**config.mk**
```make
export PLATFORM = sky130hd
export DESIGN_NAME = kwp_window_gen
export DESIGN_NICKNAME = d
export VERILOG_FILES = /design/src/shared/kwp_pkg.sv /design/src/rtl/kwp_window_gen.sv
export SDC_FILE = /design/constraint.sdc
export NUM_CORES = 1
export LEC_CHECK = 0
export ABC_CLOCK_PERIOD_IN_PS = 8350
export BUFFER_PORTS_ARGS = -buffer_cell sky130_fd_sc_hd__buf_4
export CORE_MARGIN = 5
export CORE_UTILIZATION = 29
export CTS_CLUSTER_DIAMETER = 40
export DETAILED_ROUTE_END_ITERATION = 8
export GPL_TIMING_DRIVEN = 0
export SLEW_MARGIN = 20
export SYNTH_ARGS = -nofsm -noshare
export SYNTH_HDL_FRONTEND = slang
export SYNTH_SLANG_ARGS = --single-unit
```
**constraint.sdc**
```tcl
create_clock -name clk_i -period 8.35 [get_ports clk_i]
set_clock_uncertainty 0.15 [all_clocks]
set_input_delay 0 -clock clk_i [delete_from_list [all_inputs] [get_ports clk_i]]
set_output_delay 0 -clock clk_i [all_outputs]
set_load 0.01 [all_outputs]
```
**src/shared/kwp_pkg.sv**
```systemverilog
// constants, field layouts and register map of the knock window pulse generator
// assumes a plain register port on clk_i and an angle count from the engine position block
//
// Contract
// - open angle and width move into window storage together as one pair
// - an accepted update takes effect at that window's next opening, never mid-window
// - a new open angle lies from 0 to 71999 hundredths of a degree
// - a new width lies from 0 to 71999 hundredths of a degree
// - the window flag sets on the chosen edge even when masked, and stays pending
// - the pending flag shows in the channel interrupt status register
// - with open-edge selection the flag sets each time a window opens
// - one to eight windows per 720 degree cycle, never more than eight
// - a setting selects active high or active low output polarity
// - a setting selects whether the flag rises at window open or close
// - angles are integers in hundredths of a degree
package kwp_pkg;

  // ---------------------------------------------------------------------------
  // angle scale
  // ---------------------------------------------------------------------------
  localparam int          ANGLE_W      = 17;
  localparam logic [16:0] ANGLE_MAX    = 17'h1193f;  // 71999, i.e. 719.99 degrees
  localparam logic [16:0] CYCLE_COUNTS = 17'h11940;  // 72000 counts per engine cycle
  localparam int          WIN_MAX      = 8;
  localparam int          IDX_W        = 3;

  // ---------------------------------------------------------------------------
  // register map, byte offsets on the plain register port
  // ---------------------------------------------------------------------------
  localparam logic [7:0] REG_CTRL    = 8'h00;
  localparam logic [7:0] REG_UPD_SEL = 8'h04;
  localparam logic [7:0] REG_UPD_OPN = 8'h08;
  localparam logic [7:0] REG_UPD_WID = 8'h0c;
  localparam logic [7:0] REG_UPD_GO  = 8'h10;
  localparam logic [7:0] REG_STATUS  = 8'h14;
  localparam logic [7:0] REG_MASK    = 8'h18;
  localparam logic [7:0] REG_STATE   = 8'h1c;

  // control fields
  localparam int CTRL_EN_BIT   = 0;
  localparam int CTRL_POL_BIT  = 1;   // 0 active_high_select, 1 active_low_select
  localparam int CTRL_IRQ_BIT  = 2;   // 0 irq_on_window_open, 1 irq_on_window_close
  localparam int CTRL_NUM_LSB  = 4;   // number of windows minus one, 3 bits
  // status fields
  localparam int STAT_WIN_BIT  = 0;   // window edge event
  localparam int STAT_ERR_BIT  = 1;   // update refused for range

  // reset values
  localparam logic [31:0] CTRL_RESET = 32'h0000_0000;
  localparam logic [1:0]  MASK_RESET = 2'h0;

  // update sequencer states
  typedef enum logic [2:0] {
    UPD_IDLE = 3'b001,
    UPD_HELD = 3'b010,
    UPD_DONE = 3'b100
  } kwp_upd_state_t;

  // one window entry
  typedef struct packed {
    logic [16:0] open;
    logic [16:0] width;
  } kwp_pair_t;

endpackage : kwp_pkg

```
**src/rtl/kwp_window_gen.sv**
```systemverilog
// knock window pulse generator: up to eight angle windows on one output channel
// assumes angle_i is a count in hundredths of a degree from the engine position block,
// synchronous to clk_i, rising 0..71999 then wrapping
//
// Implementation choices: the register addresses and the strobed register port.
`timescale 1ns/1ps
module kwp_window_gen #(
  parameter int NUM_WIN = kwp_pkg::WIN_MAX
) (
  // clock and reset
  input  wire logic        clk_i,
  input  wire logic        rst_i,
  // engine angle
  input  wire logic [16:0] angle_i,
  // register port
  input  wire logic [7:0]  addr_i,
  input  wire logic [31:0] wdata_i,
  input  wire logic        wr_i,
  input  wire logic        rd_i,
  output logic      [31:0] rdata_o,
  // window output and interrupt
  output logic             win_o,
  output logic             irq_o
);

  // ---------------------------------------------------------------------------
  // register state
  // ---------------------------------------------------------------------------
  logic [31:0]             ctrl, next_ctrl;
  logic [2:0]              sel, next_sel;       // one-based index minus one
  logic [16:0]             stg_open, next_stg_open;
  logic [16:0]             stg_width, next_stg_width;
  logic [1:0]              status, next_status;
  logic [1:0]              mask, next_mask;
  logic [31:0]             rdata, next_rdata;
  kwp_pkg::kwp_upd_state_t ust, next_ust;
  kwp_pkg::kwp_pair_t      pend, next_pend;      // pair held until window idle
  logic [2:0]              pend_idx, next_pend_idx;

  kwp_pkg::kwp_pair_t      tbl [NUM_WIN];
  logic [NUM_WIN-1:0]      act, next_act;
  logic                    win, next_win;

  logic                    en, pol, irq_close;
  logic [2:0]              num_m1;
  logic [NUM_WIN-1:0]      in_win, open_ev, close_ev;
  logic                    any_open, any_close, edge_ev, go_ok, commit;

  assign en        = ctrl[kwp_pkg::CTRL_EN_BIT];
  assign pol       = ctrl[kwp_pkg::CTRL_POL_BIT];
  assign irq_close = ctrl[kwp_pkg::CTRL_IRQ_BIT];
  assign num_m1    = ctrl[kwp_pkg::CTRL_NUM_LSB +: 3];

  // ---------------------------------------------------------------------------
  // window decode per entry
  // ---------------------------------------------------------------------------
  genvar g;
  generate
    for (g = 0; g < NUM_WIN; g++) begin : g_win
      logic [17:0] span;
      // distance past the open angle, modulo the cycle, avoids a wrap compare
      always_comb begin
        if (angle_i >= tbl[g].open) begin
          span = {1'b0, angle_i} - {1'b0, tbl[g].open};
        end else begin
          span = {1'b0, angle_i} + {1'b0, kwp_pkg::CYCLE_COUNTS} - {1'b0, tbl[g].open};
        end
      end
      // only the first num windows may run, never more than eight
      assign in_win[g]   = en && (g <= num_m1) && (span < {1'b0, tbl[g].width});
      assign open_ev[g]  = in_win[g] && !act[g];
      assign close_ev[g] = !in_win[g] && act[g];
    end
  endgenerate

  assign any_open  = |open_ev;
  assign any_close = |close_ev;
  assign edge_ev   = irq_close ? any_close : any_open;
  assign next_act  = in_win;
  assign next_win  = |in_win;

  // ---------------------------------------------------------------------------
  // update path
  // ---------------------------------------------------------------------------
  // range checks on the staged pair; bad values are refused, and flagged only when the update sequencer is idle
  assign go_ok  = (stg_open <= kwp_pkg::ANGLE_MAX)
               && (stg_width <= kwp_pkg::ANGLE_MAX);
  // commit waits while the target window is open so a running window keeps its shape
  assign commit = (ust == kwp_pkg::UPD_HELD) && !act[pend_idx] && !in_win[pend_idx];

  always_comb begin
    next_ust      = ust;
    next_pend     = pend;
    next_pend_idx = pend_idx;
    case (ust)
      kwp_pkg::UPD_IDLE: begin
        if (wr_i && addr_i == kwp_pkg::REG_UPD_GO && go_ok) begin
          next_pend     = '{open: stg_open, width: stg_width};
          next_pend_idx = sel;
          next_ust      = kwp_pkg::UPD_HELD;
        end
      end
      kwp_pkg::UPD_HELD: begin
        if (commit) begin
          next_ust = kwp_pkg::UPD_DONE;
        end
      end
      kwp_pkg::UPD_DONE: next_ust = kwp_pkg::UPD_IDLE;
      default:           next_ust = kwp_pkg::UPD_IDLE;
    endcase
  end

  // table write: both halves in one edge
  always_ff @(posedge clk_i) begin
    if (rst_i) begin
      for (int i = 0; i < NUM_WIN; i++) begin
        tbl[i] <= '0;
      end
    end else if (commit) begin
      tbl[pend_idx] <= pend;
    end
  end

  // ---------------------------------------------------------------------------
  // registers and read port
  // ---------------------------------------------------------------------------
  always_comb begin
    next_ctrl      = ctrl;
    next_sel       = sel;
    next_stg_open  = stg_open;
    next_stg_width = stg_width;
    next_mask      = mask;
    next_status    = status;
    next_rdata     = 32'h0000_0000;
    if (wr_i) begin
      case (addr_i)
        kwp_pkg::REG_CTRL:    next_ctrl = wdata_i & 32'h0000_0077;
        kwp_pkg::REG_UPD_SEL: next_sel = wdata_i[2:0] - 3'h1;
        kwp_pkg::REG_UPD_OPN: next_stg_open = wdata_i[16:0];
        kwp_pkg::REG_UPD_WID: next_stg_width = wdata_i[16:0];
        kwp_pkg::REG_MASK:    next_mask = wdata_i[1:0];
        kwp_pkg::REG_STATUS:  next_status = status & ~wdata_i[1:0];
        default:              next_ctrl = ctrl;
      endcase
    end
    // hardware set wins over a same-cycle clear; mask does not gate the flag
    if (edge_ev) begin
      next_status[kwp_pkg::STAT_WIN_BIT] = 1'b1;
    end
    if (wr_i && addr_i == kwp_pkg::REG_UPD_GO && ust == kwp_pkg::UPD_IDLE && !go_ok) begin
      next_status[kwp_pkg::STAT_ERR_BIT] = 1'b1;
    end
    if (rd_i) begin
      case (addr_i)
        kwp_pkg::REG_CTRL:    next_rdata = ctrl;
        kwp_pkg::REG_UPD_SEL: next_rdata = {29'h0, sel + 3'h1};
        kwp_pkg::REG_UPD_OPN: next_rdata = {15'h0, stg_open};
        kwp_pkg::REG_UPD_WID: next_rdata = {15'h0, stg_width};
        kwp_pkg::REG_STATUS:  next_rdata = {30'h0, status};
        kwp_pkg::REG_MASK:    next_rdata = {30'h0, mask};
        kwp_pkg::REG_STATE:   next_rdata = {22'h0, (ust != kwp_pkg::UPD_IDLE), win, act};
        default:              next_rdata = 32'h0000_0000;
      endcase
    end
  end

  always_ff @(posedge clk_i) begin
    if (rst_i) begin
      ctrl      <= kwp_pkg::CTRL_RESET;
      sel       <= 3'h0;
      stg_open  <= 17'h00000;
      stg_width <= 17'h00000;
      status    <= 2'h0;
      mask      <= kwp_pkg::MASK_RESET;
      rdata     <= 32'h0000_0000;
      ust       <= kwp_pkg::UPD_IDLE;
      pend      <= '0;
      pend_idx  <= 3'h0;
      act       <= '0;
      win       <= 1'b0;
    end else begin
      ctrl      <= next_ctrl;
      sel       <= next_sel;
      stg_open  <= next_stg_open;
      stg_width <= next_stg_width;
      status    <= next_status;
      mask      <= next_mask;
      rdata     <= next_rdata;
      ust       <= next_ust;
      pend      <= next_pend;
      pend_idx  <= next_pend_idx;
      act       <= next_act;
      win       <= next_win;
    end
  end

  // ---------------------------------------------------------------------------
  // outputs
  // ---------------------------------------------------------------------------
  assign rdata_o = rdata;
  assign win_o   = win ^ pol;
  assign irq_o   = |(status & mask);

  // ---------------------------------------------------------------------------
  // checks
  // ---------------------------------------------------------------------------
  flag_on_edge_a: assert property (@(posedge clk_i) disable iff (rst_i)
    edge_ev |=> status[kwp_pkg::STAT_WIN_BIT])
    else $error("window flag not set after edge");
  open_edge_a: assert property (@(posedge clk_i) disable iff (rst_i)
    (!irq_close && any_open) |=> status[kwp_pkg::STAT_WIN_BIT])
    else $error("open edge did not set flag");
  flag_sticky_a: assert property (@(posedge clk_i) disable iff (rst_i)
    (status[0] && !(wr_i && addr_i == kwp_pkg::REG_STATUS && wdata_i[0])) |=> status[0])
    else $error("flag dropped without clear");
  no_mid_update_a: assert property (@(posedge clk_i) disable iff (rst_i)
    (act[pend_idx] || in_win[pend_idx]) |=> (tbl[$past(pend_idx)] == $past(tbl[pend_idx])))
    else $error("update landed in open window");
  pair_commit_a: assert property (@(posedge clk_i) disable iff (rst_i)
    commit |=> (tbl[$past(pend_idx)] == $past(pend)))
    else $error("pair not written whole");
  range_refuse_a: assert property (@(posedge clk_i) disable iff (rst_i)
    (ust == kwp_pkg::UPD_IDLE && wr_i && addr_i == kwp_pkg::REG_UPD_GO && !go_ok)
      |=> ust == kwp_pkg::UPD_IDLE)
    else $error("out of range update accepted");
  win_count_a: assert property (@(posedge clk_i) disable iff (rst_i)
    (act >> (num_m1 + 3'h1)) == '0 || num_m1 == 3'h7)
    else $error("window beyond count active");
  polarity_a: assert property (@(posedge clk_i) disable iff (rst_i)
    !(|act) |-> win_o == pol)
    else $error("idle level wrong");
  close_edge_a: assert property (@(posedge clk_i) disable iff (rst_i)
    (irq_close && any_close) |=> status[kwp_pkg::STAT_WIN_BIT])
    else $error("close edge did not set flag");
  rdata_idle_a: assert property (@(posedge clk_i) disable iff (rst_i)
    !rd_i |=> rdata_o == 32'h0000_0000)
    else $error("read data stood past its cycle");

endmodule : kwp_window_gen

```
; ---- Word-level counts from Yosys, hierarchy flattened
; Memories as Yosys holds them, arrays and structs flattened.
; Cells that the tools add are included.
[word_totals]
inputBits = 61
out_inout_bits = 34
regBits = 128
ramBits = 272
n_memories = 1
[classes]
add_sub_neg = 19
n_reduce_logical = 77
magnitude_cmp = 26
bitwise = 5
eq_ne = 12
n_mux = 29
[mem_list]
columns = name, words, word_bits, rd, rd_ports_with_merged_regs, wr, line_no
row1 = tbl, 8, 34, 8, 0, 8, kwp_window_gen.sv:40  ; kwp_pkg::kwp_pair_t tbl [NUM_WIN];
[op_table]
columns = op, n
row1 = $lt 18x17->1, 8
row2 = $mux 18, 8
row3 = $sub 17x17->18, 8
row4 = $sub 18x17->18, 8
row5 = $ge 17x17->1, 8
row6 = $pmux 17 s7, 1
row7 = $logic_and 1x1->1, 38
row8 = $le 17x17->1 const B, 2
row9 = $mux 34, 1
row10 = $reduce_or 34->1, 1
row11 = $eq 8x5->1 const B, 4
row12 = $reduce_or 8->1, 3
row13 = $logic_not 1->1, 19
row14 = $add 17x17->18 const B, 1
row15 = $reduce_and 2->1, 9
row16 = $eq 8x4->1 const B, 2
row17 = $le 3x3->1 const A, 4
row18 = $mux 1, 11
row19 = $mux 3, 3
row20 = $eq 8x3->1 const B, 1
row21 = $logic_not 8->1, 1
row22 = $reduce_bool 2->1, 4
row23 = $bmux 1 s3, 2
row24 = $le 2x3->1 const A, 2
row25 = 15 further kinds, 19

; ---- Longest topological paths before layout
; Gate-level depths: netlist of the first run.
[depth]
ltp_word = 14
depth_mapped = 28
mapped_depth_nobuf = 27

; ---- Least setup slack after synthesis of the first run
; No wires, ideal clock.
[synth_path]
kind = flip-flop to flip-flop
start = mem tbl[3][17] (netlist bit)
end = mem tbl[1][0] (netlist bit), enable pin
slack_ns = 2.171
n_path_buf = 1
required_ns = 7.866
stages_incl_launch_ff = 27
setup_ns = 0.334
arrival_ns = 5.694
path_cell_list = edfxtp_1 -> ha_1 -> inv_1 -> fa_1 -> a211oi_1 -> o21ai_0 -> a21oi_1 -> o21bai_1 -> a211oi_1 -> nor2_1 -> o41ai_1 -> o21bai_1 -> a21oi_1 -> xnor2_1 -> mux2_2 -> ha_1 -> o21a_1 -> o21ai_0 -> a21oi_1 -> or4b_2 -> a311oi_1 -> o211ai_1 -> a211oi_1 -> or4_4 -> buf_6 -> nor4b_4 -> or2_2
[synth_lines]
columns = element, line_no
row1 = from (decl), kwp_window_gen.sv:40

==> results of run 1 <==
## per-stage QoR
| step | setup WS, ps | TNS [ps] | util |
|---|---|---|---|
| after floorplan | 2170 | 0 | - |
| after global placement | -445 | -68000 | 0.313 |
| after detailed placement | 54.0 | 0 | 0.315 |
| after CTS | 632 | 0 | 0.344 |
| after global routing | 165 | 0 | 0.344 |
| final | 696 | 0 | 0.344 |
## final cells by class
| type | count | share of cell area |
|---|---|---|
| clock inverter | 50 | 0.0199 |
| multi-input combinational | 2601 | 0.509 |
| buffer | 99 | 0.0132 |
| inverter | 327 | 0.0345 |
| sequential | 385 | 0.293 |
| clock buffer | 82 | 0.0528 |
| tap | 1380 | 0.0485 |
| antenna | 7 | 0.000492 |
| timing repair buffer | 111 | 0.0280 |
## logic make-up (layout without fill, tap and decap cells)
kind of cell / after synthesis / after routing / synth area share
AND/OR/NAND/NOR: 1090 / 1090 / 0.188
AO/OA/AOI/OAI: 913 / 913 / 0.190
buffers and inverters: 426 / 669 / 0.0563
flip-flops: 385 / 385 / 0.346
adder cells (fa/ha/maj): 363 / 363 / 0.153
XOR/XNOR: 197 / 197 / 0.0573
multiplexers: 23 / 23 / 0.00885
other: 1 / 22 / 0.000125
## cell usage after synthesis (8+ instances only)
cell type	instances
dfxtp_1	113
buf_2	9
mux2i_1	12
a31oi_1	15
nand2b_1	38
nor3b_1	11
nor2_1	188
inv_1	326
nor4_1	8
mux2_2	9
or2_2	16
xnor2_1	117
and3_1	25
edfxtp_1	272
o2111ai_1	9
a22oi_1	14
a2111oi_0	11
buf_4	15
nand3_1	65
clkbuf_1	67
a21o_1	105
xor2_1	80
and4_1	11
and2_1	283
or3_1	21
nand2_1	303
o21a_1	40
nor2b_1	21
fa_1	8
a211o_1	8
ha_1	355
o21ai_0	166
a21oi_1	341
nand4_1	29
a22o_1	8
o31ai_1	16
o211ai_1	19
a211oi_1	42
o21bai_1	37
nor3_1	34
## worst register-to-register path, cell delays in order, from the launching register on
cell and delay, ps:
edfxtp_1 320, ha_1 140, inv_1 50, fa_1 400, a21oi_1 300, o21ai_0 180, a221oi_1 460, o21ai_0 190
nand2b_1 190, a21oi_1 270, a21oi_1 220, clkbuf_1 260, nand2_1 90, o21ai_0 120, ha_1 340, nand4_1 100
a2111oi_0 470, nor2_1 130, o21ai_0 200, a211o_1 400, a221oi_2 110, or4_4 530, buf_6 180, nor3_2 630
or2_2 820
## state kept, by name, summed over array words and instances (netlist names), 3 cells and up
name       flops
ctrl           6
pend_idx       3
stg_width     17
pend          34
rdata_o       17
sel            3
ust            3
act            8
tbl          272
stg_open      17
## routing by layer
layer / global-route usage / vias to the layer above
met3: 0.0259 / 193
met2: 0.265 / 1021
met4: 0.0735 / 4
li1: - / 12500
met1: 0.256 / 12400
met5: 0 / -
## power groups by stage
stage / Clock, mW / Combinational [mW] / Sequential [mW]
final: 3.13 / 1.76 / 2.11
after floorplan: 0 / 1.26 / 2.14
after detailed placement: 0 / 1.71 / 2.15
after global routing: 3.26 / 1.97 / 2.12
after CTS: 3.17 / 1.74 / 2.11
after global placement: 0 / 1.67 / 2.15
## worst min path at each step
stage,cells past startpoint,endpoint
final,4,stg_width[3]$_SDFFE_PP0P_
after global routing,4,stg_open[12]$_SDFFE_PP0P_
after CTS,4,stg_width[3]$_SDFFE_PP0P_
after detailed placement,3,stg_open[13]$_SDFFE_PP0P_
after global placement,3,stg_open[13]$_SDFFE_PP0P_
after floorplan,1,sel[0]$_SDFFE_PP0P_
==> summary.md, run 1 <==
| Metric | Value |
|---|---|
| Status | complete, no violations |
| Root Buffer | clkbuf_16 |
| YS warnings | 0 |
| Met3 WL | around 8700 µm |
| Syn Area/Cell | 8.86 µm² |
| Setup Fix Bufs, Post-CTS | 0 |
| Pwr dens | 197 mW/mm² |
| Final setup fails | 0 |
| Commonest non-fill, non-tap cell in the layout | ha_1 |
| Cell Area, Placed | between 0.03 and 0.04 mm² |
| Netlist Area Pre-Place | about 0.03 mm² |
| Levels on crit path | 24 |
| Metal1 wirelength | around 46,000 µm |
| Area of the multi-input gates | approximately 0.018 mm² |
| Net count, final | 4,021 |
| CTS sink cnt | slightly below 400 |
| Switch share | 0.309 |
| Global-route wire length before repair | 150,000 µm |
| Number of synthesized register bits | between 300 and 400 |
| Boundary Pins | 95 |
| P&R area growth vs syn | 18.2% |
| Clock power share | 0.447 |
| Clock slew at reported path FFs | around 50 ps |
| CP max-delay cell | or2_2 |
| Critical path's top delay family | compound AO/OA/AOI/OAI gates |
| Initial antenna violation count | 14 |
| # DRC | 0 |
| Total gr overflow | 0 |
| Wire per inst | a little over 20 µm |
| Clk Latency, worst-skew pair | 630 ps |
| CTS tree | done |
| Reg2reg path depth | 24 |
| Max_cap viols | 0 |
| Post-synth ARST share | 0 |
| Comb power frac | 0.251 |
| Post-detail-place hpwl | between 70,000 and 80,000 µm |
| Layout cell share with drive strength beyond 1 | 0.0780 |
| RR Startpoint | tbl[4][17]$_SDFFCE_PN0P_ |
| Pint | 4.84 mW |
| Total iterations of the first detailed-routing run | 5 |
| Vias | 26.1k |
| Top sig layer | met5 |
| Register area share after synthesis | 0.346 |
| Worst-Margin Slew | between 1000 and 1500 ps |
| DRT Wirelength | approximately 100,000 µm |
| Hold_buf cts | 38 |
| Cell Rows | approximately 120 |
| Arr. time, crit path | 7730 ps |
| Final Hold Violating Endpoints | 0 |
| Final Max Tran Viols | 0 |
| R2r endpoint | tbl[4][24]$_SDFFCE_PN0P_ |
| Max IR drop VDD | around 0.12 mV |
| Fin area | about 0.036 mm² |
| Dominant cells by area after synthesis | edfxtp_1, ha_1, dfxtp_1, and2_1, a21oi_1 |
| Reg power frac | 0.302 |
| Setup crit end | tbl[4][24]$_SDFFCE_PN0P_ |
| Worst-path fanout max | 34 |
| Post-placement cell count | ~5k |
| Resized Gates After CTS | 0 |
| Required @ worst endpoint | roughly 8400 ps |
| Reg2Reg Setup Slack | 700 ps |
| Vias in the first global route | 24.3k |
| Core Footprint | a little over 0.1 mm² |
| Iter 0 DRT Violations | about 2.3k |
| Placer Congestion | roughly 0.91 |
| Post-DRT Antenna Nets | 0 |
| Critical path's most frequent cell | o21ai_0 |
| Max frequency | around 130 MHz |
| Top-area cell type share of the netlist area | 0.271 |
| Port-buffer cells | 62 |
| Final cell count without fillers | around 5k |
| Initial core utilization | 0.291 |
| Max incr delay on CP | ~820 ps |
| Reg area | about 0.010 mm² |
| Final hold slack | 52.0 ps |
| Startpoint Class | register |
| Most frequent cells in the layout | ha_1, a21oi_1, inv_1 |
| Mapped Cells | between 3k and 4k |
| Crit path time final | between 7000 and 8000 ps |
| Die height | 332 µm |
| Slew margin rel. | 0.153 |
| EDFF count, synth | about 270 |
| Die ar. | between 0.1 and 0.15 mm² |
| Clock Tree Buf Depth | 3 |
| Gr usage total | 0.177 |
| Worst path bufs/invs | 3 |
| Largest net degree at the start of global routing | 35 |
| H-tree Lvls | 3 |
| Tcrit/Tclk final | 0.917 |
| Switching power total | 2.16 mW |
| Total CTS buffers | between 70 and 80 |
| Hold Startpoint | wdata_i[3] |
| Layout fillers | between 10k and 15k |
| Post-synth cell types | roughly 90 |
| Critical path capture point type | register |
| Critical path class | register to register |
| Die X | between 300 and 400 µm |
| Crit path launch | tbl[4][17]$_SDFFCE_PN0P_ |
| Final Total Pwr | around 7 mW |
| Cell Chain, Critical Path | ha_1 > inv_1 > fa_1 > a21oi_1 > o21ai_0 > a221oi_1 > o21ai_0 > nand2b_1 > a21oi_1 > a21oi_1 > clkbuf_1 > nand2_1 > o21ai_0 > ha_1 > nand4_1 > a2111oi_0 > nor2_1 > o21ai_0 > a211o_1 > a221oi_2 > or4_4 > buf_6 > nor3_2 > or2_2 |
| Hold crit path type | input pin to register |
| Vias per std cell | about 5.2 |
| LEAKAGE | between 10 and 15 nW |
| Met2 routed WL | 42,700 µm |
| RSZ-0062 raised after global routing | no |
| Synth Flop Type | edfxtp_1 |
| Synth area leader | edfxtp_1 |
Note: power is estimated with default switching activity, not from simulation.
==> run 2: changes to the inputs <==
- ABC_CLOCK_PERIOD_IN_PS: 8350 -> 8800
- PLACE_DENSITY: default -> 0.42
- SLEW_MARGIN: 20 -> default
- clock period: 8.35 -> 8.8 ns (I/O delays scaled with it)
==> summary.md, run 2 (synthesis gave the netlist of run 1 again) <==
| Metric | Value |
|---|---|
| Status | complete, no violations |
| Final hold slack | around 34 ps |
| Final Max Tran Viols | 0 |
| Boundary Pins | 95 |
| Critical path class | input pin to register |
| R2r endpoint | tbl[1][23]$_SDFFCE_PN0P_ |
| Port-buffer cells | 62 |
| Post-detail-place hpwl | 82,100 µm |
| Total iterations of the first detailed-routing run | 5 |
| H-tree Lvls | 3 |
| Reg2Reg Setup Slack | roughly 660 ps |
| Die height | between 300 and 400 µm |
| Initial antenna violation count | 37 |
| Max IR drop VDD | about 0.15 mV |
| Final setup fails | 0 |
| Startpoint Class | input pin |
| Gr usage total | 0.206 |
| Setup crit end | tbl[1][23]$_SDFFCE_PN0P_ |
| Crit path time final | between 8000 and 9000 ps |
| Crit path launch | angle_i[6] |
| Total CTS buffers | 90 |
| Total gr overflow | 0 |
| Reg2reg path depth | 22 |
| Vias | 25.8k |
| Die ar. | about 0.11 mm² |
| CTS sink cnt | a little under 400 |
| Global-route wire length before repair | 168,000 µm |
| Arr. time, crit path | between 8000 and 9000 ps |
| Vias in the first global route | between 20k and 25k |
| Biggest register | tbl |
| Max frequency | 121 MHz |
| Tcrit/Tclk final | 0.939 |
| Largest regs | tbl: 272 flops, pend: 34 flops |
| DRT Wirelength | around 120,000 µm |
| Placer Congestion | 0.870 |
| RR Startpoint | tbl[3][19]$_SDFFCE_PN0P_ |
| Root Buffer | clkbuf_16 |
| Slew margin rel. | 0.0670 |
| Worst-path fanout max | 34 |
| Setup Fix Bufs, Post-CTS | 0 |
| Clock Tree Buf Depth | 3 |
| RSZ-0062 raised after global routing | no |
| Clock slew at reported path FFs | roughly 50 ps |
| Final Hold Violating Endpoints | 0 |
| Layout cell share with drive strength beyond 1 | 0.0808 |
| Wire per inst | 22.9 µm |
| Initial core utilization | 0.291 |
| Clk Latency, worst-skew pair | ~660 ps |
| Max FFs per register | about 270 |
| Final Total Pwr | approximately 7 mW |
| Die X | ~330 µm |
| Hold crit path type | input pin to register |
| Required @ worst endpoint | approximately 8900 ps |
| Commonest non-fill, non-tap cell in the layout | ha_1 |
| Critical path capture point type | register |
| # DRC | 0 |
| Most frequent cells in the layout | ha_1, a21oi_1, inv_1 |
| Post-DRT Antenna Nets | 0 |
| CTS tree | done |
| Iter 0 DRT Violations | approximately 2.2k |
| Hold Startpoint | wdata_i[5] |
| Vias per std cell | between 5 and 6 |
| Core Footprint | between 0.1 and 0.15 mm² |
| Largest net degree at the start of global routing | 35 |
| P&R area growth vs syn | 20.3% |
| Worst-Margin Slew | between 1000 and 1500 ps |
| Max_cap viols | 0 |
| Pwr dens | a little under 200 mW/mm² |
| Layout fillers | roughly 11k |
| Cell Rows | between 100 and 150 |
| LEAKAGE | approximately 15 nW |
| Net count, final | about 4.1k |
## run 2: changes by cell type in the layout (fill, tap and decap cells not counted), moves of 5 or more
cell / delta
clkbuf_16: +18
clkinv_1: +14
clkinv_2: +13
dlygate4sd3_1: +13
inv_6: -10
diode_2: +9
buf_6: -7
clkinv_4: -5
## run 2: area by class of cell
type                       instances  area (µm²)  area share
buffer                            99         469      0.0130
inverter                         327        1230      0.0339
tap                             1380        1730      0.0477
sequential                       385       10400       0.288
multi-input combinational       2601       18100       0.500
timing repair buffer             122        1160      0.0321
antenna                           16        40.0     0.00111
clock buffer                     103        2350      0.0649
clock inverter                    62         708      0.0195
## run 2: power by group
part	switching, mW	internal, mW	leakage, nW
clock	1.13	2.26	1.48
sequential	0.0142	1.99	3.60
combinational	1.02	0.686	10.1
## run 2: metrics by stage
step	cells	util	worst slack, ps	area (µm²)	setup TNS (ps)
after floorplan	3412	-	2620	30200	0
after global placement	4854	0.313	-525	32400	-84790
after detailed placement	4863	0.316	-82.6	32600	-2740
after CTS	5079	0.350	613	36200	0
after global routing	5079	0.350	105	36200	0
final	5095	0.351	541	36200	0
## run 2: worst min-delay path by stage
stage,end,cells past startpoint
final,stg_open[5]$_SDFFE_PP0P_,4
after global routing,stg_open[12]$_SDFFE_PP0P_,4
after CTS,stg_open[5]$_SDFFE_PP0P_,4
after detailed placement,stg_open[16]$_SDFFE_PP0P_,3
after global placement,stg_width[16]$_SDFFE_PP0P_,3
after floorplan,sel[0]$_SDFFE_PP0P_,1
## run 2: per-layer routing
metal	up-vias	GRT usage	wire length, µm
met2	841	0.305	48300
met4	2	0.0779	4220
met5	-	0	7
met3	162	0.0372	8360
li1	12600	-	-
met1	12200	0.298	55900
## run 2: critical path, stage by stage
cell	delay (ps)
buf_4	240
inv_1	1000
ha_1	450
inv_1	160
a21oi_1	110
o31ai_1	610
o21ai_1	260
a31oi_1	990
clkbuf_1	400
a21oi_1	160
ha_1	330
nand4_1	100
nor2_1	110
o31ai_1	90
a211oi_1	370
a311oi_1	200
o211ai_1	210
a211oi_1	130
or4_4	560
buf_6	180
nor4b_4	760
or2_2	860
## run 2: timing repair
action | in CTS | in global routing
endpoints found under the hold margin | 64 | 0
hold buffers | 51 | 0
resized for setup | 0 | 0
